===== config.mk =====
export PLATFORM = sky130hd
export DESIGN_NAME = input_scan
export DESIGN_NICKNAME = d
export VERILOG_FILES = /design/src/hw/channel_settings_mem.v /design/src/hw/scan_tick_gen.v /design/src/hw/input_scan.v
export VERILOG_INCLUDE_DIRS = /design/src /design/src/hw
export SDC_FILE = /design/constraint.sdc
export NUM_CORES = 2
export LEC_CHECK = 0
export BUFFER_PORTS_ARGS = -buffer_cell sky130_fd_sc_hd__buf_4
export CAP_MARGIN = 20
export CORE_UTILIZATION = 40
export CTS_CLUSTER_DIAMETER = 200
export DETAILED_ROUTE_END_ITERATION = 7
export SLEW_MARGIN = 40
export SYNTH_ARGS = -nofsm -noshare
export SYNTH_HDL_FRONTEND = slang
export SYNTH_SLANG_ARGS = --single-unit

===== constraint.sdc =====
create_clock -name clk -period 16.7 [get_ports clk]
set_input_delay 1.67 -clock clk [delete_from_list [all_inputs] [get_ports clk]]
set_output_delay 1.67 -clock clk [all_outputs]
set_load 0.005 [all_outputs]

===== src/hw/input_scan_regs.vh =====
// input_scan_regs.vh: register offsets, field positions, reset values and timing counts
// for the eight-channel input scan block; included by the design files, definitions only
`ifndef INPUT_SCAN_REGS_VH
`define INPUT_SCAN_REGS_VH

// register word offsets (byte address = 4 * index)
`define REG_CTRL          8'h00
`define REG_STATUS        8'h01
`define REG_INT_STATE     8'h02
`define REG_OUT_STATE     8'h03
`define REG_CH_BASE       8'h10
`define CH_STRIDE         8'h04
`define CH_THRESH_OFS     2'd0
`define CH_DELAY_ON_OFS   2'd1
`define CH_DELAY_OFF_OFS  2'd2
`define CH_VOLT_OFS       2'd3

// ctrl register field positions
`define CTRL_POL_LSB      0
`define CTRL_AC_LSB       8
`define CTRL_BASE_LSB     16

// threshold register fields, volts in 1 V steps
`define TH_ACT_LSB        0
`define TH_REL_LSB        16
`define TH_ACT_RESET      16'h0058
`define TH_REL_RESET      16'h003C

// scan timing
`define SCAN_PERIOD_NS    5000000
`define CLK_PERIOD_NS     5
`define AC_DROP_MS        30
`define SCAN_MS           5
`define AC_PCT            10

`endif


===== src/hw/channel_settings_mem.v =====
// channel_settings_mem.v: small per-channel settings memory, one write and one read port
// assumes a single clock; read data come out of a register one cycle after the address
`timescale 1ns/1ps

module channel_settings_mem #(
  parameter WIDTH = 32, // word width
  parameter DEPTH = 8,  // channel count
  parameter AW    = 3   // address width
) (
  input  wire             clk,
  input  wire             wr_en,
  input  wire [AW-1:0]    wr_addr,
  input  wire [WIDTH-1:0] wr_data,
  input  wire [AW-1:0]    rd_addr,
  output reg  [WIDTH-1:0] rd_data
);

  reg [WIDTH-1:0] mem [0:DEPTH-1]; // storage, no reset: software loads it

  // single write port
  always @(posedge clk) begin
    if (wr_en) begin
      mem[wr_addr] <= wr_data;
    end
  end

  // registered read
  always @(posedge clk) begin
    rd_data <= mem[rd_addr];
  end

endmodule


===== src/hw/scan_tick_gen.v =====
// scan_tick_gen.v: divider giving a one-cycle pulse once per scan cycle
// assumes clk at the rate the period count was derived for
`timescale 1ns/1ps

module scan_tick_gen #(
  parameter PERIOD = 1000000 // clock cycles per scan
) (
  input  wire clk,
  input  wire nrst,
  output reg  tick
);

  reg [31:0] count; // cycles into the current scan

  // free-running counter, pulse on wrap
  always @(posedge clk or negedge nrst) begin
    if (!nrst) begin
      count <= 32'h0000_0000;
      tick  <= 1'b0;
    end else if (count == PERIOD - 1) begin
      count <= 32'h0000_0000;
      tick  <= 1'b1;
    end else begin
      count <= count + 32'h0000_0001;
      tick  <= 1'b0;
    end
  end

endmodule


===== src/hw/input_scan.v =====
// input_scan.v: scan and conditioning of the eight-channel input expansion card
// assumes channel voltages arrive as 1 V codes from an outside converter clock domain;
// software reaches settings over a plain strobe port with read data one cycle later
//
// Summary of operation
// - sample all inputs once every 5 ms scan
// - internal consumers see state one scan later
// - relay routing adds one more scan
// - eight channels numbered base plus one onward
// - compare voltage against 1 V thresholds
// - per-channel pick-up, release delay and polarity
// - normally open reports 1 when energized
// - activation delays rise, drop-off delays fall
// - AC mode: 30 ms drop, release 10 percent
// - activate above, release below, defaults 88/60
//
// Implementation choices: the placing of the registers and strobed register access.
`timescale 1ns/1ps
`include "input_scan_regs.vh"

module input_scan #(
  parameter NCH        = 8,                                  // channels on the card
  parameter SCAN_CYC   = `SCAN_PERIOD_NS / `CLK_PERIOD_NS,   // cycles per scan
  parameter VW         = 8                                   // voltage code width
) (
  input  wire              clk,
  input  wire              nrst,
  input  wire [NCH*VW-1:0] volt_in,
  input  wire [7:0]        addr,
  input  wire [31:0]       wdata,
  input  wire              wr,
  input  wire              rd,
  output reg  [31:0]       rdata,
  output reg  [NCH-1:0]    scan_state,
  output reg  [NCH-1:0]    internal_state,
  output reg  [NCH-1:0]    relay_route_state,
  output wire [7:0]        first_channel_num,
  output reg               scan_tick
);

  // ac drop-off in whole scans; the 5 ms scan divides 30 ms exactly, so nothing is rounded
  localparam [15:0] AC_SCANS = `AC_DROP_MS / `SCAN_MS;
  // divisor turning the activation threshold into the forced ac release level
  localparam [15:0] AC_DIV   = 100 / `AC_PCT;

  // states of the per-slot sequencer that walks channels after each tick
  localparam ST_IDLE = 2'd0;
  localparam ST_READ = 2'd1;
  localparam ST_EVAL = 2'd2;

  // threshold compare without polarity (applied later); returns next raw state given hysteresis
  function raw_next;
    input [VW-1:0] v;
    input [15:0]   act;
    input [15:0]   rel;
    input          prev;
    begin
      if ({{(16-VW){1'b0}}, v} > act)
        raw_next = 1'b1;
      else if ({{(16-VW){1'b0}}, v} < rel)
        raw_next = 1'b0;
      else
        raw_next = prev;
    end
  endfunction

  // two-flop synchroniser on the converter codes
  reg [NCH*VW-1:0] volt_meta;
  reg [NCH*VW-1:0] volt_sync;
  always @(posedge clk or negedge nrst) begin
    if (!nrst) begin
      volt_meta <= {NCH*VW{1'b0}};
      volt_sync <= {NCH*VW{1'b0}};
    end else begin
      volt_meta <= volt_in;
      volt_sync <= volt_meta;
    end
  end

  // multi-bit codes may tear while the converter updates them; a channel's code is
  // only taken once it reads the same on two edges in a row
  reg [NCH*VW-1:0] volt_prev;   // synchronised codes one edge ago
  reg [NCH*VW-1:0] volt_stable; // codes that held still for two edges
  integer j;
  always @(posedge clk or negedge nrst) begin
    if (!nrst) begin
      volt_prev   <= {NCH*VW{1'b0}};
      volt_stable <= {NCH*VW{1'b0}};
    end else begin
      volt_prev <= volt_sync;
      for (j = 0; j < NCH; j = j + 1) begin
        if (volt_sync[j*VW +: VW] == volt_prev[j*VW +: VW])
          volt_stable[j*VW +: VW] <= volt_sync[j*VW +: VW];
      end
    end
  end

  // scan divider
  wire tick;
  scan_tick_gen #(.PERIOD(SCAN_CYC)) u_tick (
    .clk  (clk),
    .nrst (nrst),
    .tick (tick)
  );

  // control: polarity, ac mode, base channel number
  reg [NCH-1:0] pol_nc;      // 1 = normally closed
  reg [NCH-1:0] ac_mode;     // alternating current handling
  reg [7:0]     ch_base;     // inputs on preceding modules
  assign first_channel_num = ch_base + 8'h01;

  // settings memories: thresholds and delays per channel
  wire [7:0] ch_off      = addr - `REG_CH_BASE; // offset into the channel window
  wire       ch_space    = (addr >= `REG_CH_BASE) && (addr < `REG_CH_BASE + 8'h20);
  wire [2:0] ch_sel      = ch_off[4:2];         // channel counts from the window base
  wire [1:0] ch_field    = addr[1:0];
  reg  [2:0] seq_ch;         // channel being evaluated
  reg  [1:0] seq_state;      // sequencer state

  wire [31:0] th_q;
  wire [31:0] don_q;
  wire [31:0] doff_q;
  wire        th_we   = wr && ch_space && (ch_field == `CH_THRESH_OFS);
  wire        don_we  = wr && ch_space && (ch_field == `CH_DELAY_ON_OFS);
  wire        doff_we = wr && ch_space && (ch_field == `CH_DELAY_OFF_OFS);

  channel_settings_mem #(.WIDTH(32), .DEPTH(NCH), .AW(3)) u_th (
    .clk     (clk),
    .wr_en   (th_we),
    .wr_addr (ch_sel),
    .wr_data (wdata),
    .rd_addr (seq_ch),
    .rd_data (th_q)
  );
  channel_settings_mem #(.WIDTH(32), .DEPTH(NCH), .AW(3)) u_don (
    .clk     (clk),
    .wr_en   (don_we),
    .wr_addr (ch_sel),
    .wr_data (wdata),
    .rd_addr (seq_ch),
    .rd_data (don_q)
  );
  channel_settings_mem #(.WIDTH(32), .DEPTH(NCH), .AW(3)) u_doff (
    .clk     (clk),
    .wr_en   (doff_we),
    .wr_addr (ch_sel),
    .wr_data (wdata),
    .rd_addr (seq_ch),
    .rd_data (doff_q)
  );

  // shadow copies of loaded settings so reads need no second port
  reg [31:0] th_shadow [0:NCH-1];
  reg [NCH-1:0] th_loaded; // unloaded channels use the reset thresholds
  reg [NCH-1:0] don_loaded;  // unloaded channels have no activation delay
  reg [NCH-1:0] doff_loaded; // unloaded channels have no drop-off delay

  // latched voltage snapshot, taken once per scan
  reg [NCH*VW-1:0] snap;
  reg [NCH-1:0]    raw;       // hysteresis state before delays
  reg [NCH-1:0]    cond;      // delayed, polarity-applied state
  reg [15:0]       dcnt [0:NCH-1]; // scans elapsed toward a change

  // thresholds used for the evaluated channel, with reset defaults and ac override
  wire [15:0] act_th = th_loaded[seq_ch] ? th_q[`TH_ACT_LSB+15:`TH_ACT_LSB] : `TH_ACT_RESET;
  wire [15:0] rel_set = th_loaded[seq_ch] ? th_q[`TH_REL_LSB+15:`TH_REL_LSB] : `TH_REL_RESET;
  wire [15:0] rel_th = ac_mode[seq_ch] ? act_th / AC_DIV : rel_set;
  wire [VW-1:0] v_ch = snap[seq_ch*VW +: VW];
  wire        energized = raw_next(v_ch, act_th, rel_th, raw[seq_ch]);
  wire        want = energized ^ pol_nc[seq_ch];
  // delays read as zero until software loads them, so unset words only leak when a load lands in that channel's ST_READ cycle
  wire [15:0] on_scans  = don_loaded[seq_ch] ? don_q[15:0] : 16'h0000;
  wire [15:0] off_set   = doff_loaded[seq_ch] ? doff_q[15:0] : 16'h0000;
  // drop delay in scans; ac mode adds 30 ms
  wire [15:0] off_scans = off_set + (ac_mode[seq_ch] ? AC_SCANS : 16'h0000);

  // per-scan sequencer: snapshot, then evaluate each channel in turn
  integer i;
  always @(posedge clk or negedge nrst) begin
    if (!nrst) begin
      seq_state <= ST_IDLE;
      seq_ch    <= 3'd0;
      snap      <= {NCH*VW{1'b0}};
      raw       <= {NCH{1'b0}};
      cond      <= {NCH{1'b0}};
      for (i = 0; i < NCH; i = i + 1)
        dcnt[i] <= 16'h0000;
    end else begin
      case (seq_state)
        ST_IDLE: begin
          if (tick) begin
            snap      <= volt_stable;
            seq_ch    <= 3'd0;
            seq_state <= ST_READ;
          end
        end
        ST_READ: begin
          // memory read data valid next cycle
          seq_state <= ST_EVAL;
        end
        ST_EVAL: begin
          raw[seq_ch] <= energized;
          if (want == cond[seq_ch]) begin
            dcnt[seq_ch] <= 16'h0000;
          end else if (want && dcnt[seq_ch] >= on_scans) begin
            cond[seq_ch] <= 1'b1;
            dcnt[seq_ch] <= 16'h0000;
          end else if (!want && dcnt[seq_ch] >= off_scans) begin
            cond[seq_ch] <= 1'b0;
            dcnt[seq_ch] <= 16'h0000;
          end else begin
            dcnt[seq_ch] <= dcnt[seq_ch] + 16'h0001;
          end
          if (seq_ch == NCH - 1) begin
            seq_state <= ST_IDLE;
          end else begin
            seq_ch    <= seq_ch + 3'd1;
            seq_state <= ST_READ;
          end
        end
        default: seq_state <= ST_IDLE;
      endcase
    end
  end

  // reported pipeline: one scan stage each for state, internal use, relay routing
  always @(posedge clk or negedge nrst) begin
    if (!nrst) begin
      scan_state        <= {NCH{1'b0}};
      internal_state    <= {NCH{1'b0}};
      relay_route_state <= {NCH{1'b0}};
      scan_tick         <= 1'b0;
    end else begin
      scan_tick <= tick;
      if (tick) begin
        scan_state        <= cond;
        internal_state    <= scan_state;
        relay_route_state <= internal_state;
      end
    end
  end

  // control register writes and loaded flags for the settings
  always @(posedge clk or negedge nrst) begin
    if (!nrst) begin
      pol_nc    <= {NCH{1'b0}};
      ac_mode   <= {NCH{1'b0}};
      ch_base   <= 8'h00;
      th_loaded <= {NCH{1'b0}};
      don_loaded  <= {NCH{1'b0}};
      doff_loaded <= {NCH{1'b0}};
    end else if (wr) begin
      if (addr == `REG_CTRL) begin
        pol_nc  <= wdata[`CTRL_POL_LSB +: NCH];
        ac_mode <= wdata[`CTRL_AC_LSB +: NCH];
        ch_base <= wdata[`CTRL_BASE_LSB +: 8];
      end
      if (th_we)
        th_loaded[ch_sel] <= 1'b1;
      // delay words count as loaded once written
      if (don_we)
        don_loaded[ch_sel] <= 1'b1;
      if (doff_we)
        doff_loaded[ch_sel] <= 1'b1;
    end
  end

  // shadow array has no reset: only read after its loaded bit is set
  always @(posedge clk) begin
    if (th_we)
      th_shadow[ch_sel] <= wdata;
  end

  // shadow copies of delays for readback
  reg [31:0] don_shadow  [0:NCH-1];
  reg [31:0] doff_shadow [0:NCH-1];
  always @(posedge clk) begin
    if (don_we)
      don_shadow[ch_sel] <= wdata;
    if (doff_we)
      doff_shadow[ch_sel] <= wdata;
  end

  // read mux, data registered one cycle after the strobe; unmapped reads zero
  always @(posedge clk or negedge nrst) begin
    if (!nrst) begin
      rdata <= 32'h0000_0000;
    end else if (rd) begin
      rdata <= 32'h0000_0000;
      if (addr == `REG_CTRL)
        rdata <= {8'h00, ch_base, ac_mode, pol_nc};
      else if (addr == `REG_STATUS)
        rdata <= {24'h00_0000, scan_state};
      else if (addr == `REG_INT_STATE)
        rdata <= {24'h00_0000, internal_state};
      else if (addr == `REG_OUT_STATE)
        rdata <= {24'h00_0000, relay_route_state};
      else if (ch_space) begin
        case (ch_field)
          `CH_THRESH_OFS:
            rdata <= th_loaded[ch_sel] ? th_shadow[ch_sel]
                                       : {`TH_REL_RESET, `TH_ACT_RESET};
          `CH_DELAY_ON_OFS:
            rdata <= don_loaded[ch_sel] ? don_shadow[ch_sel] : 32'h0000_0000;
          `CH_DELAY_OFF_OFS:
            rdata <= doff_loaded[ch_sel] ? doff_shadow[ch_sel] : 32'h0000_0000;
          default:
            rdata <= {{(32-VW){1'b0}}, volt_stable[ch_sel*VW +: VW]};
        endcase
      end
    end
  end

endmodule


Word-level counts from Yosys, hierarchy flattened
Memories as Yosys holds them, arrays and structs flattened. A register that Yosys moved wholly into a read port is not among the register bits.
Index checks and enable logic that the tools add are counted.
- output and inout port bits: 65
- bits in read-only memories: 0
- memories: 6
- latch bits: 0
- word-level logic and storage cells: 185
- input port bits: 108
- register bits: 607
- memory bits (writable): 1536
- memory list (memory ; words ; width ; rd ports ; clocked after Yosys merged registers in ; wr ports ; RTL line ; RTL):
    doff_shadow ; 8 ; 32 ; 1 ; 0 ; 1 ; input_scan.v:276 ; reg [31:0] doff_shadow [0:NCH-1];
    don_shadow ; 8 ; 32 ; 1 ; 0 ; 1 ; input_scan.v:275 ; reg [31:0] don_shadow [0:NCH-1];
    th_shadow ; 8 ; 32 ; 1 ; 0 ; 1 ; input_scan.v:153 ; reg [31:0] th_shadow [0:NCH-1];
    u_doff.mem ; 8 ; 32 ; 1 ; 1 ; 1 ; channel_settings_mem.v:18 ; reg [WIDTH-1:0] mem [0:DEPTH-1];
    u_don.mem ; 8 ; 32 ; 1 ; 1 ; 1 ; channel_settings_mem.v:18 ;
    u_th.mem ; 8 ; 32 ; 1 ; 1 ; 1 ; channel_settings_mem.v:18 ;
- $mul: 0
- shifts and indexed selects: 2
- muxes and demuxes: 67
- bitwise operators: 11
- magnitude comparators: 12
- eq/ne operators: 20
- divide/modulo/power cells: 1
- reductions and logical operators: 23
- add/subtract/negate cells: 6
- operators by type and width (cell ; count):
    2-to-1 mux 128 bit ; 3
    2-to-1 mux 32 bit ; 9
    bitwise AND 128 bit ; 1
    bitwise mux 128 bit ; 1
    2-to-1 mux 16 bit ; 8
    NOT 128 bit ; 1
    variable part select 64 x 7 -> 8 bit ; 2
    one-hot mux 32 bit (3 select lines) ; 1
    equality test 8 bit ; 8
    binary-select mux 16 bit (select 3 bit) ; 1
    demux 16 bit (select 3 bit) ; 1
    adder 32 x 1 -> 32 bit (second input constant) ; 1
    equality test 32 x 20 -> 1 bit (second input constant) ; 1
    >= comparator 16 bit ; 2
    bitwise OR 8 bit ; 4
    binary-select mux 1 bit (select 3 bit) ; 10
    2-to-1 mux 1 bit ; 22
    adder 16 x 1 -> 16 bit (second input constant) ; 1
    adder 16 x 3 -> 16 bit ; 1
    divider 16 x 4 -> 16 bit (second input constant) ; 1
    equality test 8 x 2 -> 1 bit (second input constant) ; 2
    greater-than comparator 8 x 16 -> 1 bit ; 1
    less-than comparator 8 x 16 -> 1 bit ; 1
    2-to-1 mux 8 bit ; 2
    other kinds (34) ; 57

Logic depth before layout (Yosys ltp)
- depth after elaboration: 14
- mapped depth: 31

Hierarchy
A second synthesis with hierarchy kept.
- cells, all modules: 5175
- area, all modules: 86699.4 um^2
- by module, submodules not included (module ; cells an instance ; sequential area each (um^2) ; area an instance (um^2) ; times used):
    input_scan ; 3782 ; 37425.9 ; 53679.0 ; 1
    channel_settings_mem ; 415 ; 8328.0 ; 10466.3 ; 3
    scan_tick_gen ; 148 ; 825.8 ; 1621.6 ; 1

Worst setup path before layout
OpenSTA, ideal clock, no wires.
- kind: register to register
- from: reg seq_ch[1]
- to: reg dcnt[114] (netlist bit)
- data required time: 16.613 ns
- stages on the path, launching flop included: 31
- slack: 10.365 ns
- path buffers: 7
- arrival time: 6.248 ns
- cells stage by stage: dfrtp_1 > clkbuf_1 > clkbuf_1 > nor3b_1 > clkbuf_1 > clkbuf_1 > a22oi_1 > nand4_1 > and2_1 > ha_1 > fa_1 > inv_1 > ha_1 > a21o_1 > a21o_1 > a21o_1 > a21o_1 > a21o_1 > a21o_1 > a21o_1 > a21o_1 > a21oi_1 > o21ai_0 > a41o_1 > or3_1 > clkbuf_1 > clkbuf_1 > clkbuf_1 > nor3_1 > o21ai_0 > o211ai_1
- longest elaborated chain between the ends: 14
- elaborated cells between the ends (all ways): 50
- RTL lines (what ; RTL line ; RTL):
    start, declared ; input_scan.v:117 ; reg [2:0] seq_ch;
    start signal, assigned ; input_scan.v:217 ; seq_ch <= seq_ch + 3'd1;
    binary-select mux 1 bit (select 3 bit) ; input_scan.v:165, input_scan.v:166 ;
    2-to-1 mux 1 bit (not written as such) ; input_scan.v:165, input_scan.v:166 ;
    2-to-1 mux 16 bit (no line) ; - ;
    divider 16 x 4 -> 16 bit ; input_scan.v:167 ; wire [15:0] rel_th = ac_mode[seq_ch] ? act_th / AC_DIV : rel_set;
    2-to-1 mux 16 bit ; input_scan.v:167 ;
    less-than comparator 8 x 16 -> 1 bit ; input_scan.v:60 ; else if ({{(16-VW){1'b0}}, v} < rel)
    2-to-1 mux 1 bit ; input_scan.v:60 ;
    2-to-1 mux 1 bit ; input_scan.v:58 ; if ({{(16-VW){1'b0}}, v} > act)
    bitwise XOR 1 bit ; input_scan.v:170 ; wire want = energized ^ pol_nc[seq_ch];
    logical NOT 1 bit ; input_scan.v:208 ; end else if (!want && dcnt[seq_ch] >= off_scans) begin
    logical AND 1 bit ; input_scan.v:208 ;
    2-to-1 mux 128 bit ; input_scan.v:208 ;
    2-to-1 mux 128 bit ; input_scan.v:205 ; end else if (want && dcnt[seq_ch] >= on_scans) begin
    2-to-1 mux 128 bit (*) ; input_scan.v:203 ; if (want == cond[seq_ch]) begin
    end signal, assigned by index ; input_scan.v:212 ; dcnt[seq_ch] <= dcnt[seq_ch] + 16'h0001;
    end, declared ; input_scan.v:162 ; reg [15:0] dcnt [0:NCH-1];
Every way passes the cells marked *; elsewhere a longest branch is shown, timed or not. The select of a mux whose other input is x is not followed.
A chain may end at the register's enable or synchronous reset.

Worst setup path after layout
- from: reg u_th.rd_data[14], read port of u_th.mem
- to: reg dcnt[3] (netlist bit)
- longest elaborated chain between the ends: 12
- elaborated cells between the ends (all ways): 15
- RTL lines (what ; RTL line ; RTL):
    start, declared ; channel_settings_mem.v:15 ; output reg [WIDTH-1:0] rd_data
    2-to-1 mux 16 bit (no line) (*) ; - ;
    divider 16 x 4 -> 16 bit ; input_scan.v:167 ;
    2-to-1 mux 16 bit ; input_scan.v:167 ;
    less-than comparator 8 x 16 -> 1 bit ; input_scan.v:60 ;
    2-to-1 mux 1 bit ; input_scan.v:60 ;
    2-to-1 mux 1 bit (*) ; input_scan.v:58 ;
    bitwise XOR 1 bit (*) ; input_scan.v:170 ;
    logical NOT 1 bit ; input_scan.v:208 ;
    logical AND 1 bit ; input_scan.v:208 ;
    2-to-1 mux 128 bit ; input_scan.v:208 ;
    2-to-1 mux 128 bit ; input_scan.v:205 ;
    2-to-1 mux 128 bit (*) ; input_scan.v:203 ;
Every way passes the cells marked *; elsewhere a longest branch is shown, timed or not.

==> qor.json <==
{
  "ys.flop_type": "edfxtp_1",
  "synth.top_cells.by_area": "edfxtp_1, dfrtp_1, a22oi_1",
  "final_worst_path_period_share_pct": 48.9,
  "unique_cell_type_count_in_the_yosys_netlist": 104,
  "cts_tree": "built",
  "clock_insertion_delay_worst_skew_ns": 0.80,
  "ios": 173,
  "gp_congestion": 0.906,
  "instance_count_along_the_most_critical_hold_path": 0,
  "tightest_slew_ns": 0.888,
  "dieHeight_um": 392,
  "synthToLayoutAreaGrowth_pct": 14.5,
  "timing.critical_path.required_ns": 17.36,
  "cts-root-to-sink-buffers": 3,
  "place_area_sq_um": 64700,
  "timing.critical_path.fanout_max": 82,
  "achievable-frequency_ghz": 0.123,
  "timing_worst_setup_path_type": "flop to flop",
  "setup_repair_after_global_routing_missed_its_margin": "false",
  "start_kind": "flop",
  "final_util_pct": 46.4,
  "drt_wl_total_mm": 200,
  "synthArstFlopShare_pct": 42.2,
  "worst_setup_path_end_kind": "flop",
  "cts.repair.resized": 0,
  "gr-usage-all-layers_pct": 25.7,
  "die_area_sq_um": 154000,
  "comb_power_share_pct": 5.0,
  "power_frac_clock_pct": 44.2,
  "timing.critical_path.arrival_ns": 8.82,
  "ys_ff_latch": 1439,
  "synth_area_leader_cell": "edfxtp_1",
  "drt_pass1_iterations": 8,
  "final_net_count": 4844,
  "hold_path_class": "flop to flop",
  "vdd_ir_drop_max_mv": 0.109,
  "core_region_area_sq_um": 150000,
  "timing_max_transition_violations_final": 0,
  "post_route_cells_drive_above_1_share_pct": 17.4,
  "period_minus_slack_ns": 8.16,
  "netlist_top_cells_count": "edfxtp_1, dfrtp_1, a22oi_1",
  "finish.cell_count_without_fillers": 6823,
  "synth_seq_area_share_pct": 64.8,
  "die_width_um": 392,
  "worst_slew_margin_rel_pct": 40.2,
  "average_cell_area_after_synthesis_sq_um": 13.2,
  "portBuffers": 172,
  "ys.warnings.count": 0,
  "postCtsSetupRepairBufs": 0,
  "postSynthNetCount": 4774,
  "clk_pin_slew_ns": 0.06,
  "grt_first_pass_wirelength_mm": 291,
  "ctsHtreeMaxLevel": 4,
  "clkSinkCount": 1439,
  "post_drt_via_cell_ratio": 6.38,
  "wl_per_cell_um": 29.3,
  "dpl.hpwl_mm": 115,
  "via_count": 43600,
  "reg2regPathDepth": 24,
  "sw_frac_of_total_pct": 23.3,
  "pwr-share-seq_pct": 50.8,
  "antenna_found_initial": 17,
  "finClkSkew_ns": 0.0422,
  "syn_std_cell_area_sq_um": 61000,
  "first_global_vias": 42200,
  "hold_viol_final": 0,
  "static-leakage-power_nw": 25.1,
  "power.switching_mw": 1.78,
  "synth_cells": 4612,
  "synth_most_common_cell": "edfxtp_1",
  "rrSetupSlack_ns": 8.54,
  "place_inst": 6544,
  "initial_core_util_pct": 40.5,
  "postRouteAntennaNets": 0,
  "run_status": "finished clean",
  "cts.hold.buffers_added": 0,
  "finalSetupTns_ns": 0,
  "cts_inserted_buffers": 149,
  "final_design_area_no_fill_sq_um": 69800,
  "cts_root_buffer": "clkbuf_16",
  "rows": 142,
  "overflow": 0,
  "drcViolationCount": 0,
  "internal-power_mw": 5.84,
  "powerDensity_nw_per_um2": 109,
  "initialDrtViolationCount": 5813,
  "largest_net_degree_at_the_start_of_global_routing": 114,
  "setup_viol": 0,
  "layout.filler_cells": 13400,
  "synth_largest_type_area_fraction_pct": 37.8,
  "drv_cap": 0,
  "synth_edf_count": 768,
  "power_mw": 7.62
}
[cell families after synthesis]
logic type               after synthesis  share of synthesized area, %
multiplexers                         212                          3.94
buffers and inverters                387                          2.61
AND/OR/NAND/NOR                     1026                          8.81
AO/OA/AOI/OAI                       1358                          16.7
adder cells (fa/ha/maj)               57                          1.17
flip-flops                          1439                          64.8
XOR/XNOR                             133                          1.92
[critical path, stage by stage, from the launching register on]
cell and delay, ns:
dfxtp_1 0.78, nor2b_2 0.56, o22ai_1 0.19, a221oi_1 0.39
o21ai_0 0.17, or4b_1 0.61, nand2_2 0.22, a311o_1 0.29
and3_1 0.28, o211ai_1 0.17, and4_1 0.26, a311oi_1 0.54
o21ai_0 0.22, nand2_1 0.09, nor2_1 0.06, a21oi_1 0.16
a21oi_1 0.08, ha_1 0.22, nor3_1 0.14, nand3_1 0.11
a31o_2 0.27, o41ai_2 0.48, mux2_2 0.68, nand2_8 0.48
a221o_1 0.48
[worst paths after layout]
path,start,to
setup / recovery,u_th.rd_data[14],dcnt[3]
hold / removal,volt_meta[52],volt_sync[52]
setup reg to reg,u_th.rd_data[14],dcnt[3]
hold reg to reg,volt_meta[52],volt_sync[52]
max in group asynchronous,nrst,volt_stable[39]
min in group asynchronous,nrst,u_tick.count[27]
[state kept, by name, indices dropped and copies added, names as in the netlist, 64 cells and up, named ones only]
| signal | flops |
|---|---|
| volt_stable | 64 |
| dcnt | 128 |
| don_shadow | 96 |
| u_don.mem | 160 |
| th_shadow | 256 |
| snap | 64 |
| volt_meta | 64 |
| volt_prev | 64 |
| u_doff.mem | 256 |
| volt_sync | 64 |
[area by class of cell]
cell class                 instances  area [sq um]  share of cell area [%]
clock inverter                    67           832                    1.19
inverter                          24          90.1                   0.129
tap                             2016          2520                    3.61
clock buffer                     206          4170                    5.97
timing repair buffer             282          2300                    3.30
sequential                      1439         39500                    56.6
antenna                            3          7.51                  0.0108
multi-input combinational       2786         20400                    29.2
[power by group through the flow]
stage | combinational (mW) | sequential, mW | clock [mW]
floorplan | 0.202 | 3.91 | 0
CTS | 0.379 | 3.87 | 3.42
global placement | 0.368 | 3.94 | 0
detailed placement | 0.376 | 3.94 | 0
global route | 0.411 | 3.87 | 3.56
finish | 0.383 | 3.87 | 3.37
[routing by layer]
metal  GRT usage (%)  routed length (um)
met2            39.6               91100
met3            5.63               19900
met4            10.0                7800
met1            35.2               80800
met5               0                 100
[layout by cell type (no fill, tap or decap), types with 17 or more instances in the layout]
cell | synthesis | layout
nor2_4 | 1 | 29
or4_1 | 17 | 17
a221oi_1 | 94 | 94
nand2b_1 | 19 | 19
or3_1 | 101 | 100
buf_4 | 15 | 259
or2_2 | 27 | 27
clkbuf_8 | 0 | 17
nor3_1 | 203 | 200
a31oi_1 | 91 | 91
dfxtp_1 | 64 | 64
xor2_1 | 29 | 20
o211ai_1 | 33 | 33
inv_1 | 20 | 20
a22oi_1 | 585 | 585
a21oi_1 | 69 | 69
a221o_1 | 72 | 72
nor2_1 | 125 | 97
mux2_2 | 194 | 194
o22ai_1 | 42 | 42
edfxtp_1 | 768 | 768
a22o_1 | 91 | 91
xnor2_1 | 103 | 100
a21o_1 | 26 | 26
ha_1 | 53 | 53
nor4_1 | 24 | 19
nand3_1 | 69 | 66
o21ai_0 | 110 | 109
dfrtp_1 | 607 | 607
and3_1 | 25 | 22
nand2_1 | 211 | 208
nand4_1 | 123 | 123
clkbuf_16 | 0 | 152
clkbuf_1 | 280 | 38
clkinv_2 | 0 | 21
[per-stage QoR]
stage	setup slack, ns	hold WS (ns)
global route	8.00	0.335
floorplan	10.37	0.331
global placement	8.53	0.335
finish	8.54	0.335
CTS	8.64	0.342
detailed placement	8.67	0.335
Note: power is estimated with default switching activity, not from simulation.
